===== src/pcd_pkg.sv =====
// Package for the pulse capture timer and frequency divider block
package pcd_pkg;
    localparam int CNT_W = 8;
    localparam int PSC_W = 3;
    localparam int PSC_DIV_W = 7;
    // Mode select pair encodings
    localparam logic [1:0] MODE_NONE = 2'h0;
    localparam logic [1:0] MODE_EVENT = 2'h1;
    localparam logic [1:0] MODE_TIMER = 2'h2;
    localparam logic [1:0] MODE_CAPTURE = 2'h3;
    localparam logic [CNT_W-1:0] CNT_FULL = 8'hFF;
    localparam logic [CNT_W-1:0] CNT_ZERO = 8'h00;
    localparam logic [PSC_DIV_W-1:0] PSC_ZERO = 7'h00;
    localparam logic [PSC_DIV_W-1:0] PSC_ONE = 7'h01;
    localparam logic [1:0] QUARTER_ZERO = 2'h0;
    localparam logic [1:0] QUARTER_LAST = 2'h3;
    localparam logic [1:0] PIN_SYNC_ZERO = 2'h0;

    // Timer control fields
    typedef struct packed {
        logic [1:0] mode_select_pair;
        logic clock_source;
        logic active_edge_select;
        logic [PSC_W-1:0] prescale_rate_bits;
    } pcd_ctrl_t;

    // Software accesses to one timer
    typedef struct packed {
        logic set_enable;
        logic clear_enable;
        logic preload_write;
        logic [CNT_W-1:0] preload_data;
        logic count_read;
    } pcd_sw_t;

    // Status returned to software for one timer
    typedef struct packed {
        logic count_enable_bit;
        logic [CNT_W-1:0] count;
        logic [CNT_W-1:0] preload;
    } pcd_stat_t;
endpackage : pcd_pkg


===== src/pcd_timer_pfd.sv =====
// Two capture timers with overflow-driven frequency divider outputs
// Operation
// - Mode pair 11 selects pulse width capture.
// - Capture counts selected internal clock after the prescaler.
// - Setting enable in capture waits for an active pin edge.
// - Edge select low: start on falling, stop on rising, clear enable.
// - Edge select high: start on rising, stop on falling, clear enable.
// - Hardware clears enable only in capture; other modes software only.
// - Counter holds measured value after capture ends.
// - After capture, pin ignored until software sets enable again.
// - Capture starts and stops on pin edges, not levels.
// - Overflow raises interrupt request, reloads preload, keeps counting.
// - Interrupt forwarded only while its enable bit is set.
// - Divider clock is timer 0 or timer 1 overflow per source bit.
// - Each selected overflow toggles both divider outputs.
// - Divider outputs held low while port data bit is zero.
// - Timer pin pull-high stays active while used as timer input.
// - Capture pin edges seen only at the next timer clock pulse; event mode counts edges at once.
// - Counter clock inhibited during counter read or preload write.
// - Mode pair: 00 none, 01 event, 10 timer, 11 capture.
// - Prescale codes divide by one up to 128 in powers of two.
// - Timer 1 source bit: zero sysclk/4, one low-freq crystal.
`timescale 1ns/1ps
module pcd_timer_pfd #(
    parameter int NUM_TIMERS = 2
) (
    input wire logic i_clock,
    input wire logic i_rst,
    input wire logic [NUM_TIMERS-1:0] i_timer_input_pin,
    input wire logic i_low_freq_crystal,
    input wire logic [NUM_TIMERS-1:0] i_pull_high_enable,
    input wire pcd_pkg::pcd_ctrl_t [NUM_TIMERS-1:0] i_ctrl,
    input wire pcd_pkg::pcd_sw_t [NUM_TIMERS-1:0] i_sw,
    input wire logic [NUM_TIMERS-1:0] i_int_enable,
    input wire logic i_int_flag_clear,
    input wire logic i_divider_source_select,
    input wire logic i_port_a_bit_one,
    output logic [NUM_TIMERS-1:0] o_pin_pull_high,
    output pcd_pkg::pcd_stat_t [NUM_TIMERS-1:0] o_stat,
    output logic [NUM_TIMERS-1:0] o_int_request,
    output logic [NUM_TIMERS-1:0] o_int_flag,
    output logic [1:0] o_divider_out
);
    import pcd_pkg::*;

    // ------------------------------------------------------------
    // Shared clock sources
    // ------------------------------------------------------------
    logic [1:0] quarter;
    logic [2:0] lxt_sync;
    logic lxt_level;
    logic lxt_tick;
    logic [NUM_TIMERS-1:0] overflow;

    always_ff @(posedge i_clock) begin
        if (i_rst) begin
            quarter <= QUARTER_ZERO;
        end else begin
            quarter <= quarter + 2'h1;
        end
    end

    // Crystal passes three flops, change accepted when last two agree
    always_ff @(posedge i_clock) begin
        if (i_rst) begin
            lxt_sync <= 3'h0;
            lxt_level <= 1'b0;
        end else begin
            lxt_sync <= {lxt_sync[1:0], i_low_freq_crystal};
            if (lxt_sync[1] == lxt_sync[2]) begin
                lxt_level <= lxt_sync[2];
            end
        end
    end
    assign lxt_tick = lxt_sync[1] && lxt_sync[2] && !lxt_level;

    function automatic logic src_tick(input int idx, input logic sel, input logic low_freq_crystal,
                                      input logic [1:0] q);
        if (sel) begin
            src_tick = low_freq_crystal;
        end else if (idx == 0) begin
            src_tick = 1'b1;
        end else begin
            src_tick = (q == QUARTER_LAST);
        end
    endfunction : src_tick

    // ------------------------------------------------------------
    // Timer channels
    // ------------------------------------------------------------
    genvar g;
    generate
        for (g = 0; g < NUM_TIMERS; g++) begin : g_tmr
            logic [2:0] pin_sync;
            logic pin_level;
            logic pin_edge_rise;
            logic pin_edge_fall;
            logic rise_pend;
            logic fall_pend;
            logic [PSC_DIV_W-1:0] psc;
            logic [PSC_DIV_W-1:0] psc_mask;
            logic base_tick;
            logic tclk;
            logic inhibit;
            logic enable;
            logic capturing;
            logic [CNT_W-1:0] count;
            logic [CNT_W-1:0] preload;
            logic int_flag;
            logic int_req;
            logic [1:0] mode;
            logic start_edge;
            logic stop_edge;

            assign mode = i_ctrl[g].mode_select_pair;

            // Pin synchroniser and level filter
            always_ff @(posedge i_clock) begin
                if (i_rst) begin
                    pin_sync <= {1'b0, PIN_SYNC_ZERO};
                    pin_level <= 1'b0;
                end else begin
                    pin_sync <= {pin_sync[1:0], i_timer_input_pin[g]};
                    if (pin_sync[1] == pin_sync[2]) begin
                        pin_level <= pin_sync[2];
                    end
                end
            end
            assign pin_edge_rise = pin_sync[1] && pin_sync[2] && !pin_level;
            assign pin_edge_fall = !pin_sync[1] && !pin_sync[2] && pin_level;

            // Prescaler, powers of two
            assign base_tick = src_tick(g, i_ctrl[g].clock_source, lxt_tick, quarter);
            assign psc_mask = PSC_DIV_W'((8'h01 << i_ctrl[g].prescale_rate_bits) - 8'h01);
            assign inhibit = i_sw[g].count_read || i_sw[g].preload_write;
            assign tclk = base_tick && ((psc & psc_mask) == psc_mask) && !inhibit;

            always_ff @(posedge i_clock) begin
                if (i_rst) begin
                    psc <= PSC_ZERO;
                end else if (base_tick) begin
                    psc <= psc + PSC_ONE;
                end
            end

            // Edges held until next timer clock pulse
            always_ff @(posedge i_clock) begin
                if (i_rst || !enable) begin
                    rise_pend <= 1'b0;
                    fall_pend <= 1'b0;
                end else if (tclk) begin
                    rise_pend <= pin_edge_rise;
                    fall_pend <= pin_edge_fall;
                end else begin
                    rise_pend <= rise_pend || pin_edge_rise;
                    fall_pend <= fall_pend || pin_edge_fall;
                end
            end

            assign start_edge = i_ctrl[g].active_edge_select ? rise_pend : fall_pend;
            assign stop_edge = i_ctrl[g].active_edge_select ? fall_pend : rise_pend;

            // Enable bit and capture state
            always_ff @(posedge i_clock) begin
                if (i_rst) begin
                    enable <= 1'b0;
                    capturing <= 1'b0;
                end else if (i_sw[g].set_enable) begin
                    enable <= 1'b1;
                    capturing <= 1'b0;
                end else if (i_sw[g].clear_enable) begin
                    enable <= 1'b0;
                    capturing <= 1'b0;
                end else if (mode == MODE_CAPTURE && enable && tclk) begin
                    if (!capturing && start_edge) begin
                        capturing <= 1'b1;
                    end else if (capturing && stop_edge) begin
                        capturing <= 1'b0;
                        enable <= 1'b0;
                    end
                end else if (mode != MODE_CAPTURE) begin
                    capturing <= 1'b0;
                end
            end

            // Counter, preload and overflow
            logic count_step;
            always_comb begin
                unique case (mode)
                    MODE_TIMER: count_step = enable && tclk;
                    MODE_EVENT: begin
                        count_step = enable && !inhibit &&
                            (i_ctrl[g].active_edge_select ? pin_edge_fall : pin_edge_rise);
                    end
                    MODE_CAPTURE: count_step = enable && tclk && capturing && !stop_edge;
                    MODE_NONE: count_step = 1'b0;
                endcase
            end
            assign overflow[g] = count_step && (count == CNT_FULL);

            always_ff @(posedge i_clock) begin
                if (i_rst) begin
                    preload <= CNT_ZERO;
                end else if (i_sw[g].preload_write) begin
                    preload <= i_sw[g].preload_data;
                end
            end

            always_ff @(posedge i_clock) begin
                if (i_rst) begin
                    count <= CNT_ZERO;
                end else if (i_sw[g].preload_write && !enable) begin
                    count <= i_sw[g].preload_data;
                end else if (overflow[g]) begin
                    count <= preload;
                end else if (count_step) begin
                    count <= count + 8'h01;
                end
            end

            // Overflow flag, set wins over clear
            always_ff @(posedge i_clock) begin
                if (i_rst) begin
                    int_flag <= 1'b0;
                    int_req <= 1'b0;
                end else begin
                    int_flag <= overflow[g] || (int_flag && !i_int_flag_clear);
                    int_req <= i_int_enable[g] &&
                        (overflow[g] || (int_flag && !i_int_flag_clear));
                end
            end

            always_ff @(posedge i_clock) begin
                if (i_rst) begin
                    o_stat[g] <= '0;
                    o_pin_pull_high[g] <= 1'b0;
                end else begin
                    o_stat[g].count_enable_bit <= enable;
                    o_stat[g].count <= count;
                    o_stat[g].preload <= preload;
                    o_pin_pull_high[g] <= i_pull_high_enable[g];
                end
            end

            assign o_int_flag[g] = int_flag;
            assign o_int_request[g] = int_req;
        end
    endgenerate

    // ------------------------------------------------------------
    // Frequency divider
    // ------------------------------------------------------------
    logic pfd_state;
    logic pfd_ovf;
    assign pfd_ovf = i_divider_source_select ? overflow[NUM_TIMERS-1] : overflow[0];

    always_ff @(posedge i_clock) begin
        if (i_rst) begin
            pfd_state <= 1'b0;
        end else if (pfd_ovf) begin
            pfd_state <= !pfd_state;
        end
    end

    always_ff @(posedge i_clock) begin
        if (i_rst || !i_port_a_bit_one) begin
            o_divider_out <= 2'h0;
        end else if (pfd_ovf) begin
            o_divider_out <= {2{!pfd_state}};
        end else begin
            o_divider_out <= {2{pfd_state}};
        end
    end
endmodule : pcd_timer_pfd


===== config.mk =====
export PLATFORM = sky130hd
export DESIGN_NAME = pcd_timer_pfd
export DESIGN_NICKNAME = d
export VERILOG_FILES = /design/src/pcd_pkg.sv /design/src/pcd_timer_pfd.sv
export SDC_FILE = /design/constraint.sdc
export NUM_CORES = 1
export LEC_CHECK = 0
export ABC_AREA = 1
export BUFFER_PORTS_ARGS = -buffer_cell sky130_fd_sc_hd__buf_4
export CORE_ASPECT_RATIO = 0.6
export CORE_MARGIN = 8
export CORE_UTILIZATION = 30
export CTS_CLUSTER_DIAMETER = 120
export DETAILED_ROUTE_END_ITERATION = 7
export RECOVER_POWER = 50
export SETUP_SLACK_MARGIN = 0.1
export SLEW_MARGIN = 10
export SYNTH_ARGS = -nofsm -noshare
export SYNTH_HDL_FRONTEND = slang
export SYNTH_SLANG_ARGS = --single-unit
export TNS_END_PERCENT = 5

===== constraint.sdc =====
create_clock -name i_clock -period 2.05 [get_ports i_clock]
set_clock_uncertainty 0.15 [all_clocks]
set_input_delay 0.3075 -clock i_clock [delete_from_list [all_inputs] [get_ports i_clock]]
set_output_delay 0.3075 -clock i_clock [all_outputs]
set_load 0.05 [all_outputs]

==> results.cfg, run 1 <==
[synth]
synth_top_flop_cell = dfxtp_1
synth_cell_types = 43
synth-edff-count = 0
synth_cells = 665
synth_seq_cells = 110
syn_nets = 727
async_flop_share_pct = 0
synth.cell_area_sq_mm = 0.004916
avgSynthCellArea_sq_um = 7.392
synth-warning-count = 0
ys_seq_area_share_pct = 44.80

[sta]
rsz0062_at_grt = true
final.setup.tns_ns = 0
slew_headroom_pct = 56.36
fmax_ghz = 0.4974
fin_crit_ns = 2.011
period_share_pct = 98.07
finalHoldViolations = 0
fin_ws_ns = 0.03946
tightest_slew_ns = 0.6546
drv_slew = 0
whs_ns = 0.01552
setup-violations-final = 0

[layout]
layout-drive-gt1-share_pct = 23.77
antenna_cells = 0
layout_common_cells = buf_4 (121), inv_1 (109), dfxtp_1 (108)
multi_input_area_sq_mm = 0.002261
fillers = 1667
layout_commonest_cell = buf_4
stdcell_count = 1004
areaGrowthSynthToFinish_pct = 33.24
finalNetCount = 853
fin_area_sq_mm = 0.006550
seq_area_sq_mm = 0.002205
final_core_util_pct = 40.62

[routing]
routedWlPerCell_microns = 12.65
drt_iter0_drc = 240
ant_nets = 0
first_pass_iters = 5
via_per_inst = 4.444
vias = 4462
drc = 0
wl_mm = 12.70

[placed_design]
place_inst = 982
gp_congestion = 0.8098
placed_area_sq_mm = 0.006086
io_buffers = 91
dp_slack_ns = -0.3389
dpl.hpwl_mm = 9.418

[pwr]
switching_share_pct = 26.02
ir_drop_uv = 309.9
clkPwrFrac_pct = 38.6
seqPwrFrac_pct = 47.7
p_comb_share_pct = 13.8
power.total_mw = 4.804
power.density_mw_per_mm2 = 733.4
netSwitchingPower_mw = 1.250
p_int_mw = 3.554
total_leakage_power_nw = 2.980

[die]
initial_utilization_pct = 30.49
core_sq_mm = 0.01613
ios = 92
dieArea_sq_mm = 0.02087
num_rows = 36
die_h_microns = 115.2
die_w_microns = 181.3

[setup_path]
arrival_ns = 2.11
crit_slowest_cell = ha_1
timing.critical_path.buf_inv = 3
cp_top_family = simple AND/OR/NAND/NOR gates
crit_top_cell = nand2_1
max_stage_delay_ns = 0.28
crit_required_ns = 2.15
crit_type = in -> reg
cp-start-kind = primary input
crit_chain = buf_4 -> nor2_4 -> nand2_1 -> ha_1 -> inv_1 -> nand2_1 -> nand4_1 -> nor2_2 -> nand2_2 -> nor2_4 -> buf_4 -> nand4_4 -> nand2_8 -> nand2_8 -> nand2_1 -> nand3_1 -> nand2_1 -> nand2_1
r2r_slack_ns = 0.05
crit_fanout = 8
endpoint_kind = flip-flop

[global_route]
grt_pass1_vias = 4286
grt_util_all_layers_pct = 12.49
antenna_found_initial = 1
grt_pass1_wl_mm = 21.29
grt_start_max_net_pins = 66
grt_overflow = 0

[clock_network]
cts_tree = built
cts_buffer_depth = 2
h-tree-depth = 3
cts.sinks = 110
insertion_delay_ns = 0.35
path_clk_slew_ns = 0.07
cts_root_buf = clkbuf_16
cts_buffers = 9

[status]
status = finished, final reports clean

[worst_hold_path]
min_path_type = in -> reg

[run]
cap_violations = 0
==> layer usage <==
layer / global-route usage, % / routed length, microns / vias to the layer above
li1: - / - / 2362
met1: 17.47 / 6812 / 1992
met2: 18.44 / 5131 / 99
met3: 4.102 / 705 / 7
met4: 2.501 / 34 / 2
met5: 0 / 16 / -
==> synthesized netlist by cell type (8+ instances only) <==
cell type / n / share of area (%)
dfxtp_1: 110 / 45
xor2_1: 10 / 1.8
o21ai_0: 35 / 3.6
nor3_1: 8 / 0.81
ha_1: 12 / 3.1
clkbuf_1: 10 / 0.76
nand2_1: 110 / 8.4
nand4_1: 15 / 1.9
inv_1: 109 / 8.3
nand3_1: 40 / 4.1
a21oi_1: 59 / 6.0
nor2_1: 81 / 6.2
==> path summary, 6_finish.rpt <==
| check | endpoint | startpoint | cells after the start |
|---|---|---|---|
| max | g_tmr[1].count[7] | i_ctrl[9] | 18 |
| min | g_tmr[1].int_req | i_int_enable[1] | 2 |
| max reg2reg | g_tmr[1].count[7] | lxt_sync[2] | 15 |
| min reg2reg | lxt_sync[1] | lxt_sync[0] | 2 |
==> power by group through the flow <==
| stage | Combinational, mW | Clock [mW] | Sequential (mW) |
|---|---|---|---|
| floorplan | 0.284 | 0 | 2.43 |
| global placement | 0.650 | 0 | 2.34 |
| detailed placement | 0.653 | 0 | 2.34 |
| CTS | 0.667 | 1.92 | 2.29 |
| global route | 0.737 | 2.01 | 2.30 |
| finish | 0.662 | 1.85 | 2.29 |
==> sequential cells by signal (all words and copies together), names as in the netlist <==
signal           count
o_divider_out        1
g_tmr.psc           14
g_tmr.preload       16
g_tmr.capturing      2
g_tmr.count         16
quarter              2
g_tmr.pin_level      2
g_tmr.int_req        2
o_pin_pull_high      2
g_tmr.rise_pend      2
g_tmr.int_flag       2
g_tmr.fall_pend      2
lxt_sync             3
g_tmr.pin_sync       6
lxt_level            1
g_tmr.enable         2
pfd_state            1
o_stat              34
==> cell type report <==
class                           instances  area share, %
Tap cell                              209          3.992
Timing Repair Buffer                  135          16.29
Sequential cell                       110          33.66
Clock buffer                            9          3.438
Clock inverter                          6          1.318
Multi-Input combinational cell        418          34.52
Inverter                              117          6.781
==> timing repair <==
| item | 4_1_cts | 5_1_grt |
|---|---|---|
| hold buffers | 3 | 0 |
| resized for setup | 19 | 4 |
| setup buffers | 3 | 1 |
| hold endpoints to repair | 3 | 0 |
| endpoints found under the setup margin | 21 | 27 |
| cloned | 0 | 0 |
| pin swaps | 17 | 11 |
==> cells by family (layout without fill, tap and decap cells) <==
logic type | after synthesis | after routing | synth area share (%)
flip-flops | 110 | 110 | 44.80
buffers and inverters | 137 | 267 | 11.07
AND/OR/NAND/NOR | 280 | 280 | 26.32
XOR/XNOR | 11 | 11 | 1.960
adder cells (fa/ha/maj) | 12 | 12 | 3.054
AO/OA/AOI/OAI | 115 | 115 | 12.80
No activity file was read; power rests on OpenSTA's default activity.
==> inputs of run 2 (changes only) <==
MAX_ROUTING_LAYER = met4   (was unset)
SKIP_CTS_REPAIR_TIMING = 1   (was unset)
==> run 2 against run 1 <==
- critical path depth up 1
- final area up 0.52%
- the flow now finishes with violations (setup timing)
- routed wire length up 0.13%
- final cell count down 0.30%
- clock power about the same
- non-clock buffer count down 4
- utilization up 0.21 points
- power up 0.38%
- sequential share of layout area down 0.17 points
- global-route usage up 0.22 points
- largest cell class unchanged
- clock-buffer cell count unchanged
==> results.cfg, run 2 (synthesis results as in run 1) <==
[status]
status = finished, violations left
violations = setup timing

[setup_path]
r2r_slack_ns = -0.01
endpoint_kind = flip-flop
crit_required_ns = 2.15
crit_top_cell = nand2_2
crit_type = in -> reg
r2r-start = lxt_sync[2]
startpoint = i_ctrl[8]
reg2reg_to = g_tmr[1].count[3]
ff2ff_path_depth = 16
cp-start-kind = primary input
crit_chain = buf_6 -> nor2_4 -> nand2_2 -> ha_4 -> inv_1 -> nand2_1 -> nand4_1 -> nor2_2 -> nand2_2 -> nor2_4 -> nand3_2 -> nand2_2 -> nand2_4 -> nand2_8 -> nand2_8 -> nand2_2 -> nand3_2 -> nand2_1 -> nand2_1
arrival_ns = 2.18
crit_slowest_cell = ha_4
crit_fanout = 8
max_stage_delay_ns = 0.26

[pwr]
total_leakage_power_nw = 2.985
power.density_mw_per_mm2 = 732.5
power.total_mw = 4.822
ir_drop_uv = 317.2

[die]
dieArea_sq_mm = 0.02087
num_rows = 36
die_h_microns = 115.2
core_sq_mm = 0.01613
initial_utilization_pct = 30.49
die_w_microns = 181.3
ios = 92

[sta]
rsz0062_at_grt = true
drv_slew = 0
tightest_slew_ns = 0.3445
period_share_pct = 101.4
finalHoldViolations = 0
fin_crit_ns = 2.079
fin_ws_ns = -0.02919
fmax_ghz = 0.4810
slew_headroom_pct = 77.00
final.setup.tns_ns = -0.06096
setup-violations-final = 4

[clock_network]
cts_tree = built
cts_root_buf = clkbuf_16
h-tree-depth = 3
path_clk_slew_ns = 0.07
cts_buffer_depth = 2
cts.sinks = 110
cts_buffers = 9
insertion_delay_ns = 0.35

[global_route]
grt_overflow = 0
antenna_found_initial = 1
grt_start_max_net_pins = 66
grt_pass1_wl_mm = 21.02
grt_util_all_layers_pct = 12.71
grt_pass1_vias = 4215

[routing]
vias = 4422
drc = 0
drt_iter0_drc = 241
via_per_inst = 4.418
routedWlPerCell_microns = 12.70
first_pass_iters = 4
wl_mm = 12.72
ant_nets = 0

[worst_hold_path]
min_path_type = in -> reg
hold_depth = 3
hold_path_end = o_pin_pull_high[0]
min_from = i_pull_high_enable[0]

[layout]
layout_common_cells = buf_4 (123), inv_1 (109), dfxtp_1 (108)
finalNetCount = 849
areaGrowthSynthToFinish_pct = 33.93
largest_reg_flops = 34
final_core_util_pct = 40.83
reg_top3 = o_stat: 34 flops, g_tmr.count: 16 flops, g_tmr.preload: 16 flops
layout_commonest_cell = buf_4
largest_register = o_stat
layout-drive-gt1-share_pct = 25.41
fillers = 1659

[placed_design]
gp_congestion = 0.8216
dpl.hpwl_mm = 9.418
io_buffers = 91

[run]
cap_violations = 0
[run 2: cell types whose count changed in the layout (fill, tap and decap cells not counted), sizes merged]
cell	change
buf	+4
clkbuf	-6
diode	+1
dlygate4sd3	-2
[run 2: through the flow]
| stage | setup WS [ns] | hold slack, ns | instance area (sq um) | cells |
|---|---|---|---|---|
| 3_5_place_dp | -0.3389 | 0.2428 | 6086 | 982 |
| 2_1_floorplan | 0.002007 | 0.2383 | 4916 | 665 |
| 5_1_grt | -0.1724 | 0.002057 | 6584 | 1001 |
| 4_1_cts | -0.1242 | -0.005207 | 6397 | 997 |
| 3_3_place_gp | -0.3545 | 0.2424 | 6086 | 982 |
| 6_report | -0.02919 | 0.01041 | 6584 | 1001 |
[run 2: report_power, final]
group | total, mW | internal (mW) | switching (mW)
clock | 1.86 | 1.07 | 0.792
combinational | 0.675 | 0.262 | 0.413
sequential | 2.29 | 2.23 | 0.0569
total | 4.82 | 3.56 | 1.26
[run 2: critical path: cells and delay by family]
| kind | cells | cell delay, ns |
|---|---|---|
| buf+inv | 2 | 0.13 |
| simple gates | 16 | 1.48 |
| fa+ha+maj | 1 | 0.26 |
[run 2: layer usage]
metal  track usage, %  part of all wire (%)  wire (microns)  vias up
met1            17.71                    54            6919     1957
met5                -                     0               0        -
met3            3.787                   4.9             629        8
li1                 -                     -               -     2355
met4            2.175                  0.46              59        0
met2            17.96                    40            5108      102
[run 2: worst max path at each step]
stage,end,slack (ns),cells past startpoint
floorplan,g_tmr[1].count[3],0.002,18
global placement,g_tmr[0].count[3],-0.35,18
detailed placement,g_tmr[0].count[5],-0.34,18
CTS,g_tmr[0].count[5],-0.12,13
global route,g_tmr[0].count[4],-0.17,14
finish,g_tmr[1].count[3],-0.03,19
[run 2: area by class of cell]
cell class / instances / area [sq um] / area share (%)
antenna: 1 / 2.502 / 0.03801
clock buffer: 9 / 225.2 / 3.421
clock inverter: 6 / 86.33 / 1.311
inverter: 117 / 444.2 / 6.746
multi-input combinational: 418 / 2312 / 35.12
sequential: 110 / 2205 / 33.49
tap: 209 / 261.5 / 3.972
timing repair buffer: 131 / 1047 / 15.91
==> inputs of run 3 (changes only) <==
CELL_PAD_IN_SITES_DETAIL_PLACEMENT = 0   (was unset)
CELL_PAD_IN_SITES_GLOBAL_PLACEMENT = 1   (was unset)
CORE_UTILIZATION = 36   (was 30)
PLACE_DENSITY_LB_ADDON = 0.1   (was unset)
==> run 3 against run 2 <==
- the run still ends with setup timing left
- critical path depth is 5 lower
- non-clock buffer count decreased by 4
- final area down 3.3%
- clock power down 9.7%
- via count grew 1.8%
- combinational power decreased by 4.4%
- largest cell class unchanged
- utilization increased by 6.3 points
- first-iteration DRC count fell by 22%
- sequential cell count is the same
==> results.cfg, run 3 (synthesis results as in run 1) <==
[setup_path]
crit_fanout = 5
arrival_ns = 2.19
crit_type = reg -> reg
cp-start-kind = flip-flop
endpoint_kind = flip-flop
crit_required_ns = 2.18

[run]
cap_violations = 0

[placed_design]
placed_area_sq_mm = 0.005998
io_buffers = 91
gp_congestion = 0.8867
dpl.hpwl_mm = 9.796
dp_slack_ns = -0.3311

[global_route]
antenna_found_initial = 0
grt_util_all_layers_pct = 15.09
grt_pass1_vias = 4459
grt_overflow = 0
grt_start_max_net_pins = 66
grt_pass1_wl_mm = 21.47

[sta]
drv_slew = 0
tightest_slew_ns = 0.4155
finalHoldViolations = 0
fmax_ghz = 0.4843
final.setup.tns_ns = -0.02600
slew_headroom_pct = 72.26
period_share_pct = 100.7
setup-violations-final = 3
fin_ws_ns = -0.01475
fin_crit_ns = 2.065
whs_ns = 0.005578
rsz0062_at_grt = true

[status]
violations = setup timing
status = finished, violations left

[routing]
wl_mm = 12.93
via_per_inst = 4.673
drt_iter0_drc = 187
drc = 0
vias = 4500
ant_nets = 0
first_pass_iters = 4
routedWlPerCell_microns = 13.43

[die]
ios = 92
die_w_microns = 166.9
die_h_microns = 106.5
initial_utilization_pct = 36.41
num_rows = 33
core_sq_mm = 0.01350
dieArea_sq_mm = 0.01777

[clock_network]
cts_tree = built
insertion_delay_ns = 0.35
cts_buffer_depth = 2
cts_root_buf = clkbuf_16
path_clk_slew_ns = 0.07
cts_buffers = 9
h-tree-depth = 3
cts.sinks = 110

[layout]
layout_common_cells = buf_4 (122), inv_1 (109), dfxtp_1 (108)
finalNetCount = 845
largest_register = o_stat
fin_area_sq_mm = 0.006367
largest_reg_flops = 34
fillers = 1345
reg_top3 = o_stat: 34 flops, g_tmr.count: 16 flops, g_tmr.preload: 16 flops
areaGrowthSynthToFinish_pct = 29.52
layout_commonest_cell = buf_4
antenna_cells = 0
layout-drive-gt1-share_pct = 23.73

[pwr]
total_leakage_power_nw = 2.941
power.total_mw = 4.613
ir_drop_uv = 375.0
power.density_mw_per_mm2 = 724.4

[worst_hold_path]
min_path_type = in -> reg
==> run 3: routing by layer <==
metal	global-route usage (%)	part of all wire, %
met5	-	0
met4	3.135	0.48
met3	3.848	5.0
met2	23.11	44
met1	19.86	51
==> run 3: power breakdown <==
part | leakage [nW] | switching [mW] | internal, mW
registers | 0.902 | 0.0587 | 2.23
logic | 1.90 | 0.401 | 0.244
clock network | 0.139 | 0.810 | 0.866
==> run 3: cell type report <==
cell class / count / area [sq um] / area share [%]
tap: 175 / 219.0 / 3.439
timing repair buffer: 127 / 980.9 / 15.41
clock buffer: 10 / 239.0 / 3.753
inverter: 117 / 441.7 / 6.937
sequential: 110 / 2205 / 34.62
multi-input combinational: 418 / 2238 / 35.15
clock inverter: 6 / 43.79 / 0.6878
==> run 3: final timing paths <==
path	from	end	slack [ns]	depth (start not counted)
worst max-delay path	lxt_sync[2]	g_tmr[0].count[4]	-0.01	14
worst min-delay path	i_sw[21]	g_tmr[1].preload[2]	0.006	2
worst max register to register	lxt_sync[2]	g_tmr[0].count[4]	-0.01	14
worst min register to register	lxt_sync[0]	lxt_sync[1]	0.25	2
==> run 3: critical path, stage by stage (launching register included) <==
cell and delay, ns:
dfxtp_2 0.35, ha_4 0.15, nand2_4 0.05, nand2_2 0.06
o211ai_1 0.09, nor3_2 0.21, nand3_2 0.12, nor2_4 0.16
nand2_4 0.07, nand2_4 0.10, buf_6 0.11, inv_4 0.04
a21oi_2 0.11, nand2_1 0.08, a21oi_2 0.14
==> run 3: through the flow <==
stage | util [%] | cells
2_1_floorplan | - | 665
3_3_place_gp | 44.43 | 947
3_5_place_dp | 44.43 | 947
4_1_cts | 46.52 | 963
5_1_grt | 47.16 | 963
6_report | 47.16 | 963
